**config.mk**
```make
export PLATFORM = sky130hd
export DESIGN_NAME = plcfg_top
export DESIGN_NICKNAME = d
export VERILOG_FILES = /design/src/plcfg_pkg.sv /design/src/plcfg_top.sv
export SDC_FILE = /design/constraint.sdc
export NUM_CORES = 1
export LEC_CHECK = 0
export ABC_CLOCK_PERIOD_IN_PS = 3200
export BUFFER_PORTS_ARGS = -buffer_cell sky130_fd_sc_hd__buf_2
export CORE_MARGIN = 3
export CORE_UTILIZATION = 54
export DETAILED_ROUTE_END_ITERATION = 8
export HOLD_SLACK_MARGIN = 0.08
export PLACE_DENSITY = 0.8
export SLEW_MARGIN = 20
export SYNTH_ARGS = -nofsm -noshare
export SYNTH_HDL_FRONTEND = slang
export SYNTH_SLANG_ARGS = --single-unit
```
**constraint.sdc**
```tcl
create_clock -name hclk -period 3.2 [get_ports hclk]
set_input_delay 0.48 -clock hclk [delete_from_list [all_inputs] [get_ports hclk]]
set_output_delay 0.48 -clock hclk [all_outputs]
set_load 0.05 [all_outputs]
```
**src/plcfg_pkg.sv**
```systemverilog
/*
  Package for the indicator and general configuration register bank:
  register offsets, field positions, reset values, timing constants and the
  packed carriers.
  Assumes a 50 MHz core clock and word-aligned AHB-Lite access.
*/
// Functional notes
// - Bit 14 sets aux indicator polarity, default high
// - Bit 12 forces aux indicator to bit 13
// - Bit 10 sets indicator 2 polarity, default high
// - Bit 8 forces indicator 2 to bit 9
// - Bit 6 sets indicator 1 polarity, default high
// - Bit 4 forces indicator 1 to bit 5
// - Bit 2 sets indicator 0 polarity, default high
// - Bit 0 forces indicator 0 to bit 1
// - Blink rate field picks 50/100/200/500 ms period
// - Blink bit 2 bypasses indicator pulse stretching
// - Bit 14 enables quick negotiation timers
// - Bits 13:12 choose shortened timer length
// - Bit 11 declares full duplex on parallel detect
// - Bit 10 clears physical status bits
// - Bit 9 robust crossover, bit 8 quick crossover
// - Quick crossover applied only while bit 8 set
// - Bit 7: shared pin interrupt out or power-down in
// - Bit 6 forces interrupt pin asserted
// - Bit 3 invokes gigabit-only negotiation for manual gigabit
// - Start bit self-clears on done; done/fail read-only
// - Normal indicator shows its selected source condition
package plcfg_pkg;

  ////////////////////////////////////////////////////////////////////////////
  // Register indices and byte addresses
  localparam logic [7:0]  IND_CTRL_IDX   = 8'h19;
  localparam logic [7:0]  BLINK_CFG_IDX  = 8'h1a;
  localparam logic [7:0]  GENERAL_CONFIG_FOUR_IDX   = 8'h1e;
  localparam logic [7:0]  SRC_SEL_IDX    = 8'h18;
  localparam int          ADDR_W         = 10;

  localparam logic [15:0] IND_CTRL_RST   = 16'h4444;
  localparam logic [15:0] BLINK_CFG_RST  = 16'h0002;
  localparam logic [15:0] GENERAL_CONFIG_FOUR_RST   = 16'h0012;
  localparam logic [15:0] SRC_SEL_RST    = 16'h6210;

  // Writable masks; reserved bits of the indicator and blink registers drop
  localparam logic [15:0] IND_CTRL_WMASK  = 16'h7777;
  localparam logic [15:0] BLINK_CFG_WMASK = 16'h0007;
  localparam logic [15:0] GENERAL_CONFIG_FOUR_WMASK  = 16'hfff8;

  ////////////////////////////////////////////////////////////////////////////
  // Field positions
  localparam int IND_FIELD_W      = 4;
  localparam int IND_POL_OFS      = 2;
  localparam int IND_VAL_OFS      = 1;
  localparam int IND_EN_OFS       = 0;
  localparam int NUM_IND          = 4;
  localparam int BLK_BYPASS_BIT   = 2;
  localparam int GC_QNEG_EN_BIT   = 14;
  localparam int GC_QNEG_SEL_LSB  = 12;
  localparam int GC_PD_FD_BIT     = 11;
  localparam int GC_CLR_STAT_BIT  = 10;
  localparam int GC_ROBUST_X_BIT  = 9;
  localparam int GC_QUICK_X_BIT   = 8;
  localparam int GC_INT_OE_BIT    = 7;
  localparam int GC_FORCE_INT_BIT = 6;
  localparam int GC_GIG_NEG_BIT   = 3;
  localparam int GC_FAIL_BIT      = 2;
  localparam int GC_DONE_BIT      = 1;
  localparam int GC_START_BIT     = 0;

  ////////////////////////////////////////////////////////////////////////////
  // Blink timing
  localparam int          CLK_HZ       = 50_000_000;
  localparam int          BLINK_MS_0   = 50;
  localparam int          BLINK_MS_1   = 100;
  localparam int          BLINK_MS_2   = 200;
  localparam int          BLINK_MS_3   = 500;
  localparam int          CYC_PER_MS   = CLK_HZ / 1000;
  localparam int          BLINK_CNT_W  = 25;
  localparam int          SRC_COUNT    = 16;

  ////////////////////////////////////////////////////////////////////////////
  // Carriers
  typedef struct packed {
    logic       link_ok;
    logic       rx_act;
    logic       tx_act;
    logic       collision;
    logic       link_1000;
    logic       link_100;
    logic       link_10;
    logic       full_duplex;
    logic       rx_err;
    logic       tx_err;
  } plcfg_phy_status_t;

  typedef struct packed {
    logic       quick_negotiation_enable;
    logic [1:0] quick_negotiation_timer_select;
    logic       parallel_detect_full_duplex_enable;
    logic       clear_status_pulse;
    logic       robust_crossover_enable;
    logic       quick_crossover_enable;
    logic       gigabit_only_negotiation_enable;
  } plcfg_phy_ctrl_t;

endpackage : plcfg_pkg

```
**src/plcfg_top.sv**
```systemverilog
/*
  Indicator and general configuration register bank with AHB-Lite slave,
  indicator source mux, stretching, blink, force and polarity logic.
  Assumes a single 50 MHz clock; status and diag inputs synchronous to it.
*/
`timescale 1ns/1ps
module plcfg_top #(
  parameter int BLINK_UNIT = plcfg_pkg::CYC_PER_MS
) (
  input  wire logic                         hclk,
  input  wire logic                         hresetn,
  input  wire logic                         hsel,
  input  wire logic [31:0]                  haddr,
  input  wire logic [1:0]                   htrans,
  input  wire logic                         hwrite,
  input  wire logic [2:0]                   hsize,
  input  wire logic [31:0]                  hwdata,
  input  wire logic                         hready,
  output logic      [31:0]                  hrdata,
  output logic                              hreadyout,
  output logic                              hresp,
  input  wire plcfg_pkg::plcfg_phy_status_t phy_status,
  output plcfg_pkg::plcfg_phy_ctrl_t        phy_ctrl,
  input  wire logic                         irq_event,
  input  wire logic                         irq_or_powerdown_pin_i,
  output logic                              irq_or_powerdown_pin_o,
  output logic                              irq_or_powerdown_pin_oe,
  output logic                              powerdown_request,
  input  wire logic                         cable_diag_complete,
  input  wire logic                         cable_diag_result_fail,
  output logic                              cable_diag_run,
  output logic      [3:0]                   indicator_out
);

  ////////////////////////////////////////////////////////////////////////////
  // AHB-Lite slave, zero wait states
  logic                              wr_pend_q;
  logic [plcfg_pkg::ADDR_W-1:0]      wr_addr_q;
  logic [15:0]                       ind_ctrl_q;
  logic [15:0]                       blink_cfg_q;
  logic [15:0]                       gen_cfg_q;
  logic [15:0]                       src_sel_q;
  logic                              diag_fail_q;
  logic                              diag_done_q;
  logic                              diag_start_q;
  logic                              clr_pulse_q;
  logic                              access;

  function automatic logic hit(input logic [plcfg_pkg::ADDR_W-1:0] a, input logic [7:0] idx);
    hit = (a == {idx, 2'b00});
  endfunction

  assign access    = hsel & hready & htrans[1];
  assign hreadyout = 1'b1;
  assign hresp     = 1'b0;

  always_ff @(posedge hclk or negedge hresetn) begin
    if (!hresetn) begin
      wr_pend_q <= 1'b0;
      wr_addr_q <= '0;
    end else begin
      wr_pend_q <= access & hwrite;
      if (access) begin
        wr_addr_q <= haddr[plcfg_pkg::ADDR_W-1:0];
      end
    end
  end

  // Reads answer in the data phase from the registered address
  logic                         rd_pend_q;
  always_ff @(posedge hclk or negedge hresetn) begin
    if (!hresetn) begin
      rd_pend_q <= 1'b0;
    end else begin
      rd_pend_q <= access & ~hwrite;
    end
  end

  always_comb begin
    hrdata = 32'h0000_0000;
    if (rd_pend_q) begin
      if (hit(wr_addr_q, plcfg_pkg::IND_CTRL_IDX)) begin
        hrdata[15:0] = ind_ctrl_q;
      end else if (hit(wr_addr_q, plcfg_pkg::BLINK_CFG_IDX)) begin
        hrdata[15:0] = blink_cfg_q;
      end else if (hit(wr_addr_q, plcfg_pkg::GENERAL_CONFIG_FOUR_IDX)) begin
        hrdata[15:0] = {gen_cfg_q[15:3], diag_fail_q, diag_done_q, diag_start_q};
      end else if (hit(wr_addr_q, plcfg_pkg::SRC_SEL_IDX)) begin
        hrdata[15:0] = src_sel_q;
      end
    end
  end

  ////////////////////////////////////////////////////////////////////////////
  // Configuration registers
  logic        wr_ind;
  logic        wr_blk;
  logic        wr_gen;
  logic        wr_src;
  assign wr_ind = wr_pend_q & hit(wr_addr_q, plcfg_pkg::IND_CTRL_IDX);
  assign wr_blk = wr_pend_q & hit(wr_addr_q, plcfg_pkg::BLINK_CFG_IDX);
  assign wr_gen = wr_pend_q & hit(wr_addr_q, plcfg_pkg::GENERAL_CONFIG_FOUR_IDX);
  assign wr_src = wr_pend_q & hit(wr_addr_q, plcfg_pkg::SRC_SEL_IDX);

  always_ff @(posedge hclk or negedge hresetn) begin
    if (!hresetn) begin
      ind_ctrl_q  <= plcfg_pkg::IND_CTRL_RST;
      blink_cfg_q <= plcfg_pkg::BLINK_CFG_RST;
      gen_cfg_q   <= plcfg_pkg::GENERAL_CONFIG_FOUR_RST & plcfg_pkg::GENERAL_CONFIG_FOUR_WMASK;
      src_sel_q   <= plcfg_pkg::SRC_SEL_RST;
    end else begin
      if (wr_ind) begin
        ind_ctrl_q <= hwdata[15:0] & plcfg_pkg::IND_CTRL_WMASK;
      end
      if (wr_blk) begin
        blink_cfg_q <= hwdata[15:0] & plcfg_pkg::BLINK_CFG_WMASK;
      end
      if (wr_gen) begin
        gen_cfg_q <= hwdata[15:0] & plcfg_pkg::GENERAL_CONFIG_FOUR_WMASK;
      end
      if (wr_src) begin
        src_sel_q <= hwdata[15:0];
      end
    end
  end

  ////////////////////////////////////////////////////////////////////////////
  // Cable diagnostic start/done/fail
  always_ff @(posedge hclk or negedge hresetn) begin
    if (!hresetn) begin
      diag_start_q <= 1'b0;
      diag_done_q  <= 1'b1;
      diag_fail_q  <= 1'b0;
    end else begin
      if (diag_start_q && cable_diag_complete) begin
        diag_start_q <= 1'b0;
        diag_done_q  <= 1'b1;
        diag_fail_q  <= cable_diag_result_fail;
      end else if (wr_gen && hwdata[plcfg_pkg::GC_START_BIT]) begin
        diag_start_q <= 1'b1;
        diag_done_q  <= 1'b0;
        diag_fail_q  <= 1'b0;
      end
    end
  end
  assign cable_diag_run = diag_start_q;

  // One-cycle clear of the status bits on each write with the bit set
  always_ff @(posedge hclk or negedge hresetn) begin
    if (!hresetn) begin
      clr_pulse_q <= 1'b0;
    end else begin
      clr_pulse_q <= wr_gen & hwdata[plcfg_pkg::GC_CLR_STAT_BIT];
    end
  end

  always_comb begin
    phy_ctrl.quick_negotiation_enable           = gen_cfg_q[plcfg_pkg::GC_QNEG_EN_BIT];
    phy_ctrl.quick_negotiation_timer_select     = gen_cfg_q[plcfg_pkg::GC_QNEG_SEL_LSB +: 2];
    phy_ctrl.parallel_detect_full_duplex_enable = gen_cfg_q[plcfg_pkg::GC_PD_FD_BIT];
    phy_ctrl.clear_status_pulse                 = clr_pulse_q;
    phy_ctrl.robust_crossover_enable            = gen_cfg_q[plcfg_pkg::GC_ROBUST_X_BIT];
    phy_ctrl.quick_crossover_enable             = gen_cfg_q[plcfg_pkg::GC_QUICK_X_BIT];
    phy_ctrl.gigabit_only_negotiation_enable    = gen_cfg_q[plcfg_pkg::GC_GIG_NEG_BIT];
  end

  ////////////////////////////////////////////////////////////////////////////
  // Shared interrupt / power-down pin, open-drain active low
  logic irq_oe_d;
  assign irq_oe_d = gen_cfg_q[plcfg_pkg::GC_INT_OE_BIT] &
                    (irq_event | gen_cfg_q[plcfg_pkg::GC_FORCE_INT_BIT]);
  always_ff @(posedge hclk or negedge hresetn) begin
    if (!hresetn) begin
      irq_or_powerdown_pin_oe <= 1'b0;
      powerdown_request       <= 1'b0;
    end else begin
      irq_or_powerdown_pin_oe <= irq_oe_d;
      // Pin is only an input while not an interrupt output
      powerdown_request <= ~gen_cfg_q[plcfg_pkg::GC_INT_OE_BIT] & ~irq_or_powerdown_pin_i;
    end
  end
  assign irq_or_powerdown_pin_o = 1'b0;

  ////////////////////////////////////////////////////////////////////////////
  // Blink period timer
  logic [plcfg_pkg::BLINK_CNT_W-1:0] blink_cnt_q;
  logic [plcfg_pkg::BLINK_CNT_W-1:0] blink_lim;
  logic                              blink_tick;
  logic                              blink_phase_q;

  always_comb begin
    unique case (blink_cfg_q[1:0])
      2'b00:   blink_lim = plcfg_pkg::BLINK_CNT_W'(plcfg_pkg::BLINK_MS_0 * BLINK_UNIT - 1);
      2'b01:   blink_lim = plcfg_pkg::BLINK_CNT_W'(plcfg_pkg::BLINK_MS_1 * BLINK_UNIT - 1);
      2'b10:   blink_lim = plcfg_pkg::BLINK_CNT_W'(plcfg_pkg::BLINK_MS_2 * BLINK_UNIT - 1);
      2'b11:   blink_lim = plcfg_pkg::BLINK_CNT_W'(plcfg_pkg::BLINK_MS_3 * BLINK_UNIT - 1);
    endcase
  end
  assign blink_tick = (blink_cnt_q >= blink_lim);

  always_ff @(posedge hclk or negedge hresetn) begin
    if (!hresetn) begin
      blink_cnt_q   <= '0;
      blink_phase_q <= 1'b0;
    end else begin
      blink_cnt_q   <= blink_tick ? '0 : blink_cnt_q + 1'b1;
      blink_phase_q <= blink_phase_q ^ blink_tick;
    end
  end

  ////////////////////////////////////////////////////////////////////////////
  // Per-indicator source, stretch, force and polarity
  // Ordering 0,1,2,aux matches the four nibbles of both registers
  logic [plcfg_pkg::SRC_COUNT-1:0] src_vec;
  logic                            activity;
  assign activity = phy_status.rx_act | phy_status.tx_act;
  always_comb begin
    src_vec        = '0;
    src_vec[4'h0]  = phy_status.link_ok;
    src_vec[4'h1]  = activity;
    src_vec[4'h2]  = phy_status.tx_act;
    src_vec[4'h3]  = phy_status.rx_act;
    src_vec[4'h4]  = phy_status.collision;
    src_vec[4'h5]  = phy_status.link_1000;
    src_vec[4'h6]  = phy_status.link_100;
    src_vec[4'h7]  = phy_status.link_10;
    src_vec[4'h8]  = phy_status.link_10 | phy_status.link_100;
    src_vec[4'h9]  = phy_status.link_100 | phy_status.link_1000;
    src_vec[4'ha]  = phy_status.full_duplex;
    src_vec[4'hb]  = phy_status.link_ok & ~(activity & blink_phase_q);
    src_vec[4'hd]  = phy_status.rx_err | phy_status.tx_err;
    src_vec[4'he]  = phy_status.rx_err;
  end

  genvar gi;
  generate
    for (gi = 0; gi < plcfg_pkg::NUM_IND; gi++) begin : g_ind
      logic [3:0] sel;
      logic       raw;
      logic       held_q;
      logic       hold_q;
      logic       shown;
      logic       active;
      logic [3:0] ctl;
      assign sel = src_sel_q[gi*plcfg_pkg::IND_FIELD_W +: plcfg_pkg::IND_FIELD_W];
      assign ctl = ind_ctrl_q[gi*plcfg_pkg::IND_FIELD_W +: plcfg_pkg::IND_FIELD_W];
      assign raw = src_vec[sel];

      // Short events span the rest of this and the next blink period
      always_ff @(posedge hclk or negedge hresetn) begin
        if (!hresetn) begin
          held_q <= 1'b0;
          hold_q <= 1'b0;
        end else begin
          if (raw) begin
            held_q <= 1'b1;
            hold_q <= 1'b1;
          end else if (blink_tick) begin
            hold_q <= 1'b0;
            held_q <= hold_q;
          end
        end
      end

      assign shown  = blink_cfg_q[plcfg_pkg::BLK_BYPASS_BIT] ? raw : (raw | held_q);
      assign active = ctl[plcfg_pkg::IND_EN_OFS] ? ctl[plcfg_pkg::IND_VAL_OFS] : shown;

      always_ff @(posedge hclk or negedge hresetn) begin
        if (!hresetn) begin
          indicator_out[gi] <= 1'b0;
        end else begin
          indicator_out[gi] <= ctl[plcfg_pkg::IND_POL_OFS] ? active : ~active;
        end
      end
    end
  endgenerate

endmodule // plcfg_top
```
==> impl_metrics.csv, run 1 <==
group,metric,value,unit
run_status,run_status,"complete, no violations",
timing,finalWorstSetupSlack,290,ps
synthesis,synthesis.area_per_instance,10.6,um^2
floorplan,rows,37,
global_routing,grt_pass1_wl,20800,um
timing,final-setup-viol-count,0,
route,viasPerCell,5.81,
clock_network,tritoncts_clock_tree,"done",
worst_setup_path,timing.critical_path.required,3500,ps
placed_design,globalplace.congestion,0.896,
worst_setup_path,startpoint_type,"flip-flop",
cells_and_area,antenna_cells_inserted,0,
hold_path,hold_path_class,"primary input to async pin",
cells_and_area,finalNetCount,722,
synthesis,synth-seq-area-share,0.433,
floorplan,starting_density_of_the_core,0.560,
worst_setup_path,setup.worst_path.class,"flip-flop to flip-flop",
clock_network,clk-insertion-delay-late,380,ps
clock_network,cts_setup_buffers,0,
power,worst_ir_drop_vdd,0.544,mV
route,antenna_left,0,
floorplan,die-width,110,um
timing,hold_viol,0,
timing,final.hold.worst_slack,130,ps
timing,final_period_minus_worst_setup_slack,2910,ps
placed_design,dp.final_hpwl,9420,um
clock_network,cts_hold_buf,0,
timing,worst_pin_slew,739,ps
timing,fin_crit_sh,0.909,
floorplan,overall_die_area,12000,um^2
timing,max-slew-margin-rel,0.507,
cells_and_area,layout_common_cells,"sky130_fd_sc_hd__dfrtp_1 (89), sky130_fd_sc_hd__buf_2 (75), sky130_fd_sc_hd__nor2_1 (57), sky130_fd_sc_hd__mux2_2 (46), sky130_fd_sc_hd__inv_1 (33)",
clock_network,clock-sinks,100,
power,power.switching,0.760,mW
worst_setup_path,setup.reg_to_reg.worst_slack,290,ps
synthesis,synth_area,5800,um^2
clock_network,clock_tree.root_cell,"sky130_fd_sc_hd__clkbuf_8",
global_routing,number_of_global_route_vias_before_repair,4288,
synthesis,synthArstFlopShare,1.00,
synthesis,synth.area.top_cells,"sky130_fd_sc_hd__dfrtp_1 (38%), sky130_fd_sc_hd__mux2_2 (8.9%), sky130_fd_sc_hd__ha_1 (5.4%), sky130_fd_sc_hd__dfstp_2 (5.0%), sky130_fd_sc_hd__buf_4 (3.8%)",
placed_design,port-buffer-count,76,
clock_network,max-clock-path-buffers,2,
cells_and_area,mostFrequentLayoutCell,"sky130_fd_sc_hd__dfrtp_1",
route,route.vias.total,4359,
worst_setup_path,cp_data_arrival_time,3210,ps
route,first_pass_iters,8,
power,pwr-share-seq,0.554,
route,first_iter_violations,324,
route,route.final.wire_length,12800,um
floorplan,total_i_o_pin_count,138,
synthesis,dominantRegCellSynth,"sky130_fd_sc_hd__dfrtp_1",
power,power_frac_clock,0.309,
worst_setup_path,cp_max_fo,34,
synthesis,synth.ff_latch_count,100,
synthesis,synth-edff-count,0,
synthesis,postSynthCellCount,546,
worst_setup_path,r2r_cells,11,
clock_network,cts-resized-gates,0,
power,post-layout-total-power,2.52,mW
cells_and_area,multi_input_comb_area,2910,um^2
timing,final-max-slew-violation-count,0,
placed_design,place_ws,204,ps
global_routing,pin_count_of_the_biggest_net_entering_global_routing,59,
worst_setup_path,setup.worst_path.end_class,"flip-flop",
route,route.detailed.drc,0,
power,power.switching_fraction,0.302,
route,drt-wirelength-per-cell,17.1,um
power,cellLeakagePower,2.98,nW
synthesis,yosys_warnings,0,
cells_and_area,area.growth.synth_to_final,9.44,%
power,comb_power_share,0.137,
floorplan,coreArea,10400,um^2
timing,fin_worst_skew,11.3,ps
cells_and_area,nFillCells,850,
power,internal-power,1.76,mW
cells_and_area,drive_gt1_frac,0.292,
cells_and_area,ff_latch_area,2520,um^2
clock_network,clock_tree.htree_level_count,3,
synthesis,synth_top_area_frac,0.384,
job,timing.max_cap.violations,0,
synthesis,netlist-cell-type-count,61,
floorplan,floorplan.die.height,110,um
global_routing,grt_usage,0.222,
clock_network,cts_buffers,9,
timing,max_freq,344,MHz
timing,rsz0062_at_grt,"no",
clock_network,clkSlewWorstSetupHoldPaths,100,ps
power,power_per_cell_area,397,nW/um^2
global_routing,grt_antenna_before_repair,0,
timing,tns,0,ps
global_routing,globalRoute.totalOverflow,0,
synthesis,yosys.area.top_type,"sky130_fd_sc_hd__dfrtp_1",
stage by stage:
stage,cell area [um^2],utilization,instances
after global placement,6160,0.594,734
after global routing,6350,0.613,750
final,6350,0.613,750
after floorplan,5870,-,563
after CTS,6350,0.612,750
after detailed placement,6160,0.594,734
cells in the mapped netlist, types with 2 or more instances:
cell type,n
sky130_fd_sc_hd__buf_2,9
sky130_fd_sc_hd__mux2i_1,6
sky130_fd_sc_hd__a22oi_1,5
sky130_fd_sc_hd__a311oi_1,4
sky130_fd_sc_hd__nand3_1,15
sky130_fd_sc_hd__nand2_1,27
sky130_fd_sc_hd__buf_6,3
sky130_fd_sc_hd__and3_1,2
sky130_fd_sc_hd__o21ai_0,16
sky130_fd_sc_hd__nand4_1,10
sky130_fd_sc_hd__nand3b_1,3
sky130_fd_sc_hd__nor2_1,57
sky130_fd_sc_hd__xnor2_1,17
sky130_fd_sc_hd__nand2b_1,3
sky130_fd_sc_hd__clkbuf_1,3
sky130_fd_sc_hd__mux4_2,4
sky130_fd_sc_hd__a21oi_1,12
sky130_fd_sc_hd__dfrtp_1,89
sky130_fd_sc_hd__mux2_2,46
sky130_fd_sc_hd__xor2_1,15
sky130_fd_sc_hd__nor4_1,2
sky130_fd_sc_hd__o31ai_1,3
sky130_fd_sc_hd__o21a_1,2
sky130_fd_sc_hd__o211ai_1,2
sky130_fd_sc_hd__a221oi_1,3
sky130_fd_sc_hd__a222oi_1,11
sky130_fd_sc_hd__nor3b_1,3
sky130_fd_sc_hd__dfstp_2,11
sky130_fd_sc_hd__a2bb2oi_1,2
sky130_fd_sc_hd__buf_4,29
sky130_fd_sc_hd__conb_1,2
sky130_fd_sc_hd__nor3_1,6
sky130_fd_sc_hd__mux2_4,10
sky130_fd_sc_hd__nor2b_1,18
sky130_fd_sc_hd__inv_1,33
sky130_fd_sc_hd__buf_1,2
sky130_fd_sc_hd__o21bai_1,5
sky130_fd_sc_hd__nand2_2,2
sky130_fd_sc_hd__ha_1,25
sky130_fd_sc_hd__o22ai_1,8
cell families after synthesis:
kind of cell / synth area share
buf+inv: 0.0765
simple gates: 0.143
xor+xnor: 0.0483
other cells: 0.00129
mux: 0.143
flops: 0.433
compound gates: 0.100
fa+ha+maj: 0.0539
worst paths after layout:
| check | startpoint | endpoint |
|---|---|---|
| setup / recovery | blink_cfg_q[1] | g_ind[2].held_q |
| hold / removal | hresetn | blink_cnt_q[22] |
| setup reg to reg | blink_cfg_q[1] | g_ind[2].held_q |
| hold reg to reg | blink_phase_q | blink_phase_q |
| max in group asynchronous | hresetn | src_sel_q[13] |
| min in group hclk | irq_or_powerdown_pin_i | powerdown_request |
worst max-delay path, cell delays in order (launching register included):
cell and delay, ps:
sky130_fd_sc_hd__dfstp_2 580, sky130_fd_sc_hd__inv_1 160, sky130_fd_sc_hd__ha_1 270, sky130_fd_sc_hd__o21bai_1 250, sky130_fd_sc_hd__ha_1 350, sky130_fd_sc_hd__nand4_1 130, sky130_fd_sc_hd__nor3_2 180, sky130_fd_sc_hd__nand4_1 120
sky130_fd_sc_hd__a21oi_1 180, sky130_fd_sc_hd__a211o_1 160, sky130_fd_sc_hd__buf_12 210, sky130_fd_sc_hd__mux2i_1 220
cell type report:
type,instances,share of cell area
sequential,100,0.396
clock buffer,10,0.0201
multi-input combinational,383,0.459
tap,136,0.0268
clock inverter,6,0.00965
timing repair buffer,82,0.0693
inverter,33,0.0195
power by group through the flow:
stage          Sequential, mW  Clock (mW)  Combinational, mW
2_1_floorplan            1.42           0              0.252
3_3_place_gp             1.41           0              0.333
3_5_place_dp             1.42           0              0.344
4_1_cts                  1.39       0.801              0.345
5_1_grt                  1.41       0.851              0.372
6_report                 1.40       0.779              0.344
layer usage:
| layer | vias up | GRT usage | part of all wire | wire length [um] |
|---|---|---|---|---|
| met5 | - | 0 | 0 | 0 |
| met4 | 0 | 0.0686 | 0.015 | 193 |
| met3 | 17 | 0.0528 | 0.057 | 728 |
| met2 | 144 | 0.381 | 0.53 | 6750 |
| met1 | 2189 | 0.278 | 0.40 | 5140 |
| li1 | 2009 | - | - | - |
flip-flops by register name, summed over array words and instances (netlist names), 3 cells and up:
signal and cells:
blink_cfg_q 3, blink_cnt_q 25, g_ind.held_q 4, g_ind.hold_q 4
gen_cfg_q 13, ind_ctrl_q 12, indicator_out 4, src_sel_q 16
wr_addr_q 10
Power figures use the tool's default switching activity.
==> run 2, diff against run 1 <==
--- a/config.mk
+++ b/config.mk
@@ -7,6 +7,7 @@
 export LEC_CHECK = 0
 export ABC_CLOCK_PERIOD_IN_PS = 3200
 export BUFFER_PORTS_ARGS = -buffer_cell sky130_fd_sc_hd__buf_2
+export CORE_ASPECT_RATIO = 2
 export CORE_MARGIN = 3
 export CORE_UTILIZATION = 54
 export DETAILED_ROUTE_END_ITERATION = 8
==> run 2 against run 1 <==
Effect of this change:
- via count down 0.16%
- die area up 0.63%
- total power up 9.8%
- clock skew down 4.2 ps
- worst hold slack better by 14 ps
- final area up 1.5%
- non-clock buffer count down 1
- maximum frequency down 3.1%
- global-route usage up 1.5 points
- core utilization up 0.27 points
- sequential cell count unchanged
- setup slack worse by 95 ps
- critical path type unchanged
==> impl_metrics.csv, run 2 (synthesized netlist as in run 1, its figures left out) <==
group,metric,value,unit
clock_network,cts-resized-gates,0,
clock_network,clkSlewWorstSetupHoldPaths,70,ps
worst_setup_path,timing.critical_path.required,3460,ps
worst_setup_path,setup.worst_path.class,"flip-flop to flip-flop",
clock_network,clk-insertion-delay-late,340,ps
global_routing,pin_count_of_the_biggest_net_entering_global_routing,55,
clock_network,max-clock-path-buffers,2,
floorplan,starting_density_of_the_core,0.554,
route,route.detailed.drc,0,
job,timing.max_cap.violations,0,
placed_design,globalplace.congestion,0.922,
cells_and_area,area.growth.synth_to_final,11.1,%
cells_and_area,ff_latch_area,2520,um^2
power,power_per_cell_area,429,nW/um^2
power,cellLeakagePower,3.02,nW
cells_and_area,mostFrequentLayoutCell,"sky130_fd_sc_hd__dfrtp_1",
cells_and_area,layout_top_registers,"blink_cnt_q x25, src_sel_q x16, gen_cfg_q x13",
timing,final-max-slew-violation-count,0,
hold_path,hold_path_class,"primary input to async pin",
timing,final-setup-viol-count,0,
clock_network,cts_setup_buffers,0,
cells_and_area,regMostFlops,"blink_cnt_q",
floorplan,total_i_o_pin_count,138,
cells_and_area,drive_gt1_frac,0.289,
route,highest-signal-layer,"met4",
timing,fin_worst_skew,7.17,ps
cells_and_area,multi_input_comb_area,2910,um^2
global_routing,grt_usage,0.238,
timing,max_freq,333,MHz
cells_and_area,antenna_cells_inserted,0,
route,viasPerCell,5.80,
worst_setup_path,cp_max_fo,34,
timing,fin_crit_sh,0.939,
clock_network,cts_buffers,9,
worst_setup_path,cp_data_arrival_time,3260,ps
floorplan,overall_die_area,12100,um^2
worst_setup_path,startpoint_type,"flip-flop",
global_routing,grt_antenna_before_repair,0,
cells_and_area,finalNetCount,721,
route,drt-wirelength-per-cell,18.2,um
floorplan,rows,53,
timing,max-slew-margin-rel,0.597,
timing,hold_viol,0,
worst_setup_path,setup.worst_path.end_class,"flip-flop",
clock_network,clock-sinks,100,
route,antenna_left,0,
route,first_iter_violations,226,
clock_network,cts_hold_buf,0,
timing,tns,0,ps
power,post-layout-total-power,2.77,mW
cells_and_area,layout_common_cells,"sky130_fd_sc_hd__dfrtp_1 (89), sky130_fd_sc_hd__buf_2 (75), sky130_fd_sc_hd__nor2_1 (57), sky130_fd_sc_hd__mux2_2 (46), sky130_fd_sc_hd__inv_1 (33)",
route,route.vias.total,4352,
cells_and_area,largest_register_ff_count,25,
timing,rsz0062_at_grt,"no",
timing,worst_pin_slew,604,ps
clock_network,clock_tree.root_cell,"sky130_fd_sc_hd__clkbuf_16",
clock_network,tritoncts_clock_tree,"done",
power,worst_ir_drop_vdd,0.411,mV
route,wl_met1,4710,um
run_status,run_status,"complete, no violations",
clock_network,clock_tree.htree_level_count,3,
floorplan,coreArea,10500,um^2
route,first_pass_iters,9,
cells_and_area,nFillCells,860,
route,route.final.wire_length,13700,um
global_routing,grt_pass1_wl,22600,um
floorplan,die-width,79.3,um
route,met3RoutedLength,678,um
placed_design,port-buffer-count,76,
global_routing,number_of_global_route_vias_before_repair,4831,
route,met2RoutedLength,7670,um
floorplan,floorplan.die.height,153,um
placed_design,dp.final_hpwl,10200,um
global_routing,globalRoute.totalOverflow,0,
timing,final_period_minus_worst_setup_slack,3000,ps
## run 2: worst paths after layout
path | cells past startpoint | start | slack (ps) | end
min in group hclk | 2 | irq_or_powerdown_pin_i | 270 | powerdown_request
worst max register to register | 11 | blink_cfg_q[1] | 200 | g_ind[1].held_q
worst max-delay path | 11 | blink_cfg_q[1] | 200 | g_ind[1].held_q
worst min register to register | 1 | blink_phase_q | 470 | blink_phase_q
worst min-delay path | 1 | hresetn | 140 | gen_cfg_q[14]
max in group asynchronous | 2 | hresetn | 2300 | src_sel_q[4]
## run 2: area by class of cell
type,count,share of cell area
Clock buffer,11,0.0361
Sequential cell,100,0.390
Tap cell,137,0.0266
Clock inverter,5,0.00679
Inverter,33,0.0192
Timing Repair Buffer,81,0.0691
Multi-Input combinational cell,383,0.452
## run 2: routing by layer
metal  vias up  GRT usage
met5         -          0
met4         0      0.134
met3        44     0.0379
met2       176      0.444
met1      2128      0.240
li1       2004          -
## run 2: worst max-delay path: stages, from the launching register on
cell                       delay [ps]
sky130_fd_sc_hd__dfstp_2          570
sky130_fd_sc_hd__inv_1            170
sky130_fd_sc_hd__ha_1             290
sky130_fd_sc_hd__o21bai_1         250
sky130_fd_sc_hd__ha_1             340
sky130_fd_sc_hd__nand4_1          130
sky130_fd_sc_hd__nor3_2           270
sky130_fd_sc_hd__nand4_1          130
sky130_fd_sc_hd__a21oi_1          180
sky130_fd_sc_hd__a211o_1          160
sky130_fd_sc_hd__buf_12           200
sky130_fd_sc_hd__mux2i_1          230
## run 2: report_power, final
group | leakage (nW) | switching [mW] | internal, mW
Clock | 0.135 | 0.480 | 0.539
Sequential | 1.19 | 0.0705 | 1.33
Combinational | 1.69 | 0.215 | 0.134
## run 2: through the flow
| stage | hold slack [ps] | utilization | std cells | cell area, um^2 | worst slack (ps) |
|---|---|---|---|---|---|
| finish | 145 | 0.615 | 750 | 6450 | 195 |
| global placement | 457 | 0.588 | 734 | 6160 | 255 |
| detailed placement | 458 | 0.588 | 734 | 6160 | 124 |
| floorplan | 184 | - | 563 | 5870 | 502 |
| global route | 176 | 0.615 | 750 | 6450 | 1.65 |
| CTS | 162 | 0.615 | 750 | 6440 | 114 |
==> run 3, diff against run 2 <==
--- a/config.mk
+++ b/config.mk
@@ -13,6 +13,7 @@
 export DETAILED_ROUTE_END_ITERATION = 8
 export HOLD_SLACK_MARGIN = 0.08
 export PLACE_DENSITY = 0.8
+export RECOVER_POWER = 25
 export SLEW_MARGIN = 20
 export SYNTH_ARGS = -nofsm -noshare
 export SYNTH_HDL_FRONTEND = slang
==> run 3 against run 2 <==
Effect of this change:
- the flow now finishes with violations (capacitance limit, slew limit)
- global-route usage is the same
- routed wire length is essentially flat
- final area hardly changed
- count of clock-buffer cells in the layout is the same
==> impl_metrics.csv, run 3 (synthesized netlist as in run 1, its figures left out) <==
group,metric,value,unit
run_status,run_status,"complete, but fails checks",
run_status,failed_checks,"capacitance limit, slew limit",
clock_network,cts_setup_buffers,0,
worst_setup_path,startpoint_type,"flip-flop",
worst_setup_path,setup.worst_path.class,"flip-flop to flip-flop",
cells_and_area,layout_common_cells,"sky130_fd_sc_hd__dfrtp_1 (89), sky130_fd_sc_hd__buf_2 (75), sky130_fd_sc_hd__nor2_1 (57), sky130_fd_sc_hd__mux2_2 (46), sky130_fd_sc_hd__inv_1 (33)",
global_routing,grt_pass1_wl,22600,um
global_routing,grt_usage,0.238,
worst_setup_path,setup.worst_path.end_class,"flip-flop",
route,first_pass_iters,5,
floorplan,floorplan.die.height,153,um
timing,final-max-slew-violation-count,47,
clock_network,tritoncts_clock_tree,"done",
floorplan,overall_die_area,12100,um^2
timing,hold_viol,0,
timing,final_period_minus_worst_setup_slack,3000,ps
timing,rsz0062_at_grt,"no",
power,pwr-share-seq,0.505,
clock_network,clkSlewWorstSetupHoldPaths,70,ps
clock_network,cts_buffers,9,
worst_setup_path,r2r_cells,11,
timing,max_freq,333,MHz
power,internal-power,2.00,mW
clock_network,max-clock-path-buffers,2,
placed_design,globalplace.congestion,0.922,
cells_and_area,area.growth.synth_to_final,11.0,%
floorplan,starting_density_of_the_core,0.554,
power,power.switching,0.767,mW
hold_path,hold_path_class,"primary input to flip-flop",
timing,finalWorstSetupSlack,197,ps
timing,tns,0,ps
hold_path,min_to,"powerdown_request",
worst_setup_path,r2r-start,"blink_cfg_q[1]",
timing,fin_crit_sh,0.938,
route,route.vias.total,4339,
route,drt-wirelength-per-cell,18.2,um
floorplan,rows,53,
clock_network,clock_tree.root_cell,"sky130_fd_sc_hd__clkbuf_16",
power,post-layout-total-power,2.77,mW
route,first_iter_violations,230,
cells_and_area,mostFrequentLayoutCell,"sky130_fd_sc_hd__dfrtp_1",
timing,final-setup-viol-count,0,
floorplan,total_i_o_pin_count,138,
timing,fin_worst_skew,5.66,ps
cells_and_area,utilization,0.615,
route,route.final.wire_length,13700,um
route,antenna_left,0,
clock_network,clock-sinks,100,
global_routing,grt_antenna_before_repair,0,
hold_path,min-delay-start,"irq_or_powerdown_pin_i",
job,timing.max_cap.violations,1,
floorplan,coreArea,10500,um^2
cells_and_area,layout_top_registers,"blink_cnt_q x25, src_sel_q x16, gen_cfg_q x13",
worst_setup_path,cp_max_fo,34,
power,power.switching_fraction,0.277,
global_routing,globalRoute.totalOverflow,0,
placed_design,place_ws,124,ps
clock_network,clk-insertion-delay-late,340,ps
placed_design,dp.final_hpwl,10200,um
clock_network,clock_tree.htree_level_count,3,
cells_and_area,regMostFlops,"blink_cnt_q",
timing,worst_pin_slew,2570,ps
power,comb_power_share,0.126,
placed_design,port-buffer-count,76,
power,power_frac_clock,0.369,
power,power_per_cell_area,429,nW/um^2
global_routing,number_of_global_route_vias_before_repair,4831,
cells_and_area,largest_register_ff_count,25,
global_routing,pin_count_of_the_biggest_net_entering_global_routing,55,
route,viasPerCell,5.79,
worst_setup_path,cp_data_arrival_time,3260,ps
power,cellLeakagePower,3.02,nW
cells_and_area,antenna_cells_inserted,0,
power,worst_ir_drop_vdd,0.411,mV
worst_setup_path,timing.critical_path.required,3460,ps
worst_setup_path,timing.rr.end,"g_ind[1].held_q",
worst_setup_path,setup.reg_to_reg.worst_slack,200,ps
hold_path,min_delay_path_depth,2,
cells_and_area,drive_gt1_frac,0.287,
cells_and_area,finalNetCount,721,
timing,max-slew-margin-rel,-0.711,
floorplan,die-width,79.3,um
route,route.detailed.drc,0,
run 3: cell count changes in the layout (fill, tap and decap cells not counted), sizes merged:
cell	before	now
clkbuf	11	12
buf	81	80
run 3: cell type report:
cell class	count	area, um^2
clock buffers	11	233
clock inverters	5	43.8
fillers	862	4040
inverters	33	124
multi-input cells	383	2910
flip-flops and latches	100	2520
well taps	137	171
repair buffers	81	442
run 3: worst max-delay path, cell delays in order (launching register included):
cell	delay, ps
sky130_fd_sc_hd__dfstp_2	570
sky130_fd_sc_hd__inv_1	170
sky130_fd_sc_hd__ha_1	290
sky130_fd_sc_hd__o21bai_1	250
sky130_fd_sc_hd__ha_1	340
sky130_fd_sc_hd__nand4_1	130
sky130_fd_sc_hd__nor3_2	270
sky130_fd_sc_hd__nand4_1	130
sky130_fd_sc_hd__a21oi_1	180
sky130_fd_sc_hd__a211o_1	160
sky130_fd_sc_hd__buf_12	200
sky130_fd_sc_hd__mux2i_1	230
run 3: metal layers:
layer  track usage  part of all wire  vias up
met5             0                 0        -
met4         0.134             0.046        0
met3        0.0379             0.048       47
met2         0.444              0.56      161
met1         0.240              0.35     2126
li1              -                 -     2005
run 3: what timing repair did:
item                       4_1_cts  5_1_grt
hold buffers                     0        0
setup endpoints to repair        0        4
gates resized for setup          0        1
run 3: power by group through the flow:
stage,clock network [mW],registers [mW],logic (mW)
after floorplan,0,1.42,0.252
after global placement,0,1.41,0.335
after detailed placement,0,1.42,0.348
after CTS,1.04,1.40,0.350
after global routing,1.10,1.40,0.376
final,1.02,1.40,0.349
run 3: per-stage QoR:
| stage | instance area, um^2 | cells | hold slack [ps] |
|---|---|---|---|
| final | 6440 | 750 | 274 |
| after global routing | 6440 | 750 | 272 |
| after CTS | 6440 | 750 | 162 |
| after detailed placement | 6160 | 734 | 458 |
| after global placement | 6160 | 734 | 457 |
| after floorplan | 5870 | 563 | 184 |
run 3: worst max path at each step:
| stage | start | end | slack, ps |
|---|---|---|---|
| final | blink_cfg_q[1] | g_ind[1].held_q | 200 |
| after global routing | blink_cfg_q[1] | g_ind[1].held_q | 2 |
| after floorplan | wr_addr_q[7] | hrdata[10] | 500 |
| after detailed placement | blink_cfg_q[1] | g_ind[1].held_q | 120 |
| after CTS | blink_cfg_q[1] | g_ind[1].held_q | 110 |
| after global placement | blink_cfg_q[1] | g_ind[2].held_q | 260 |
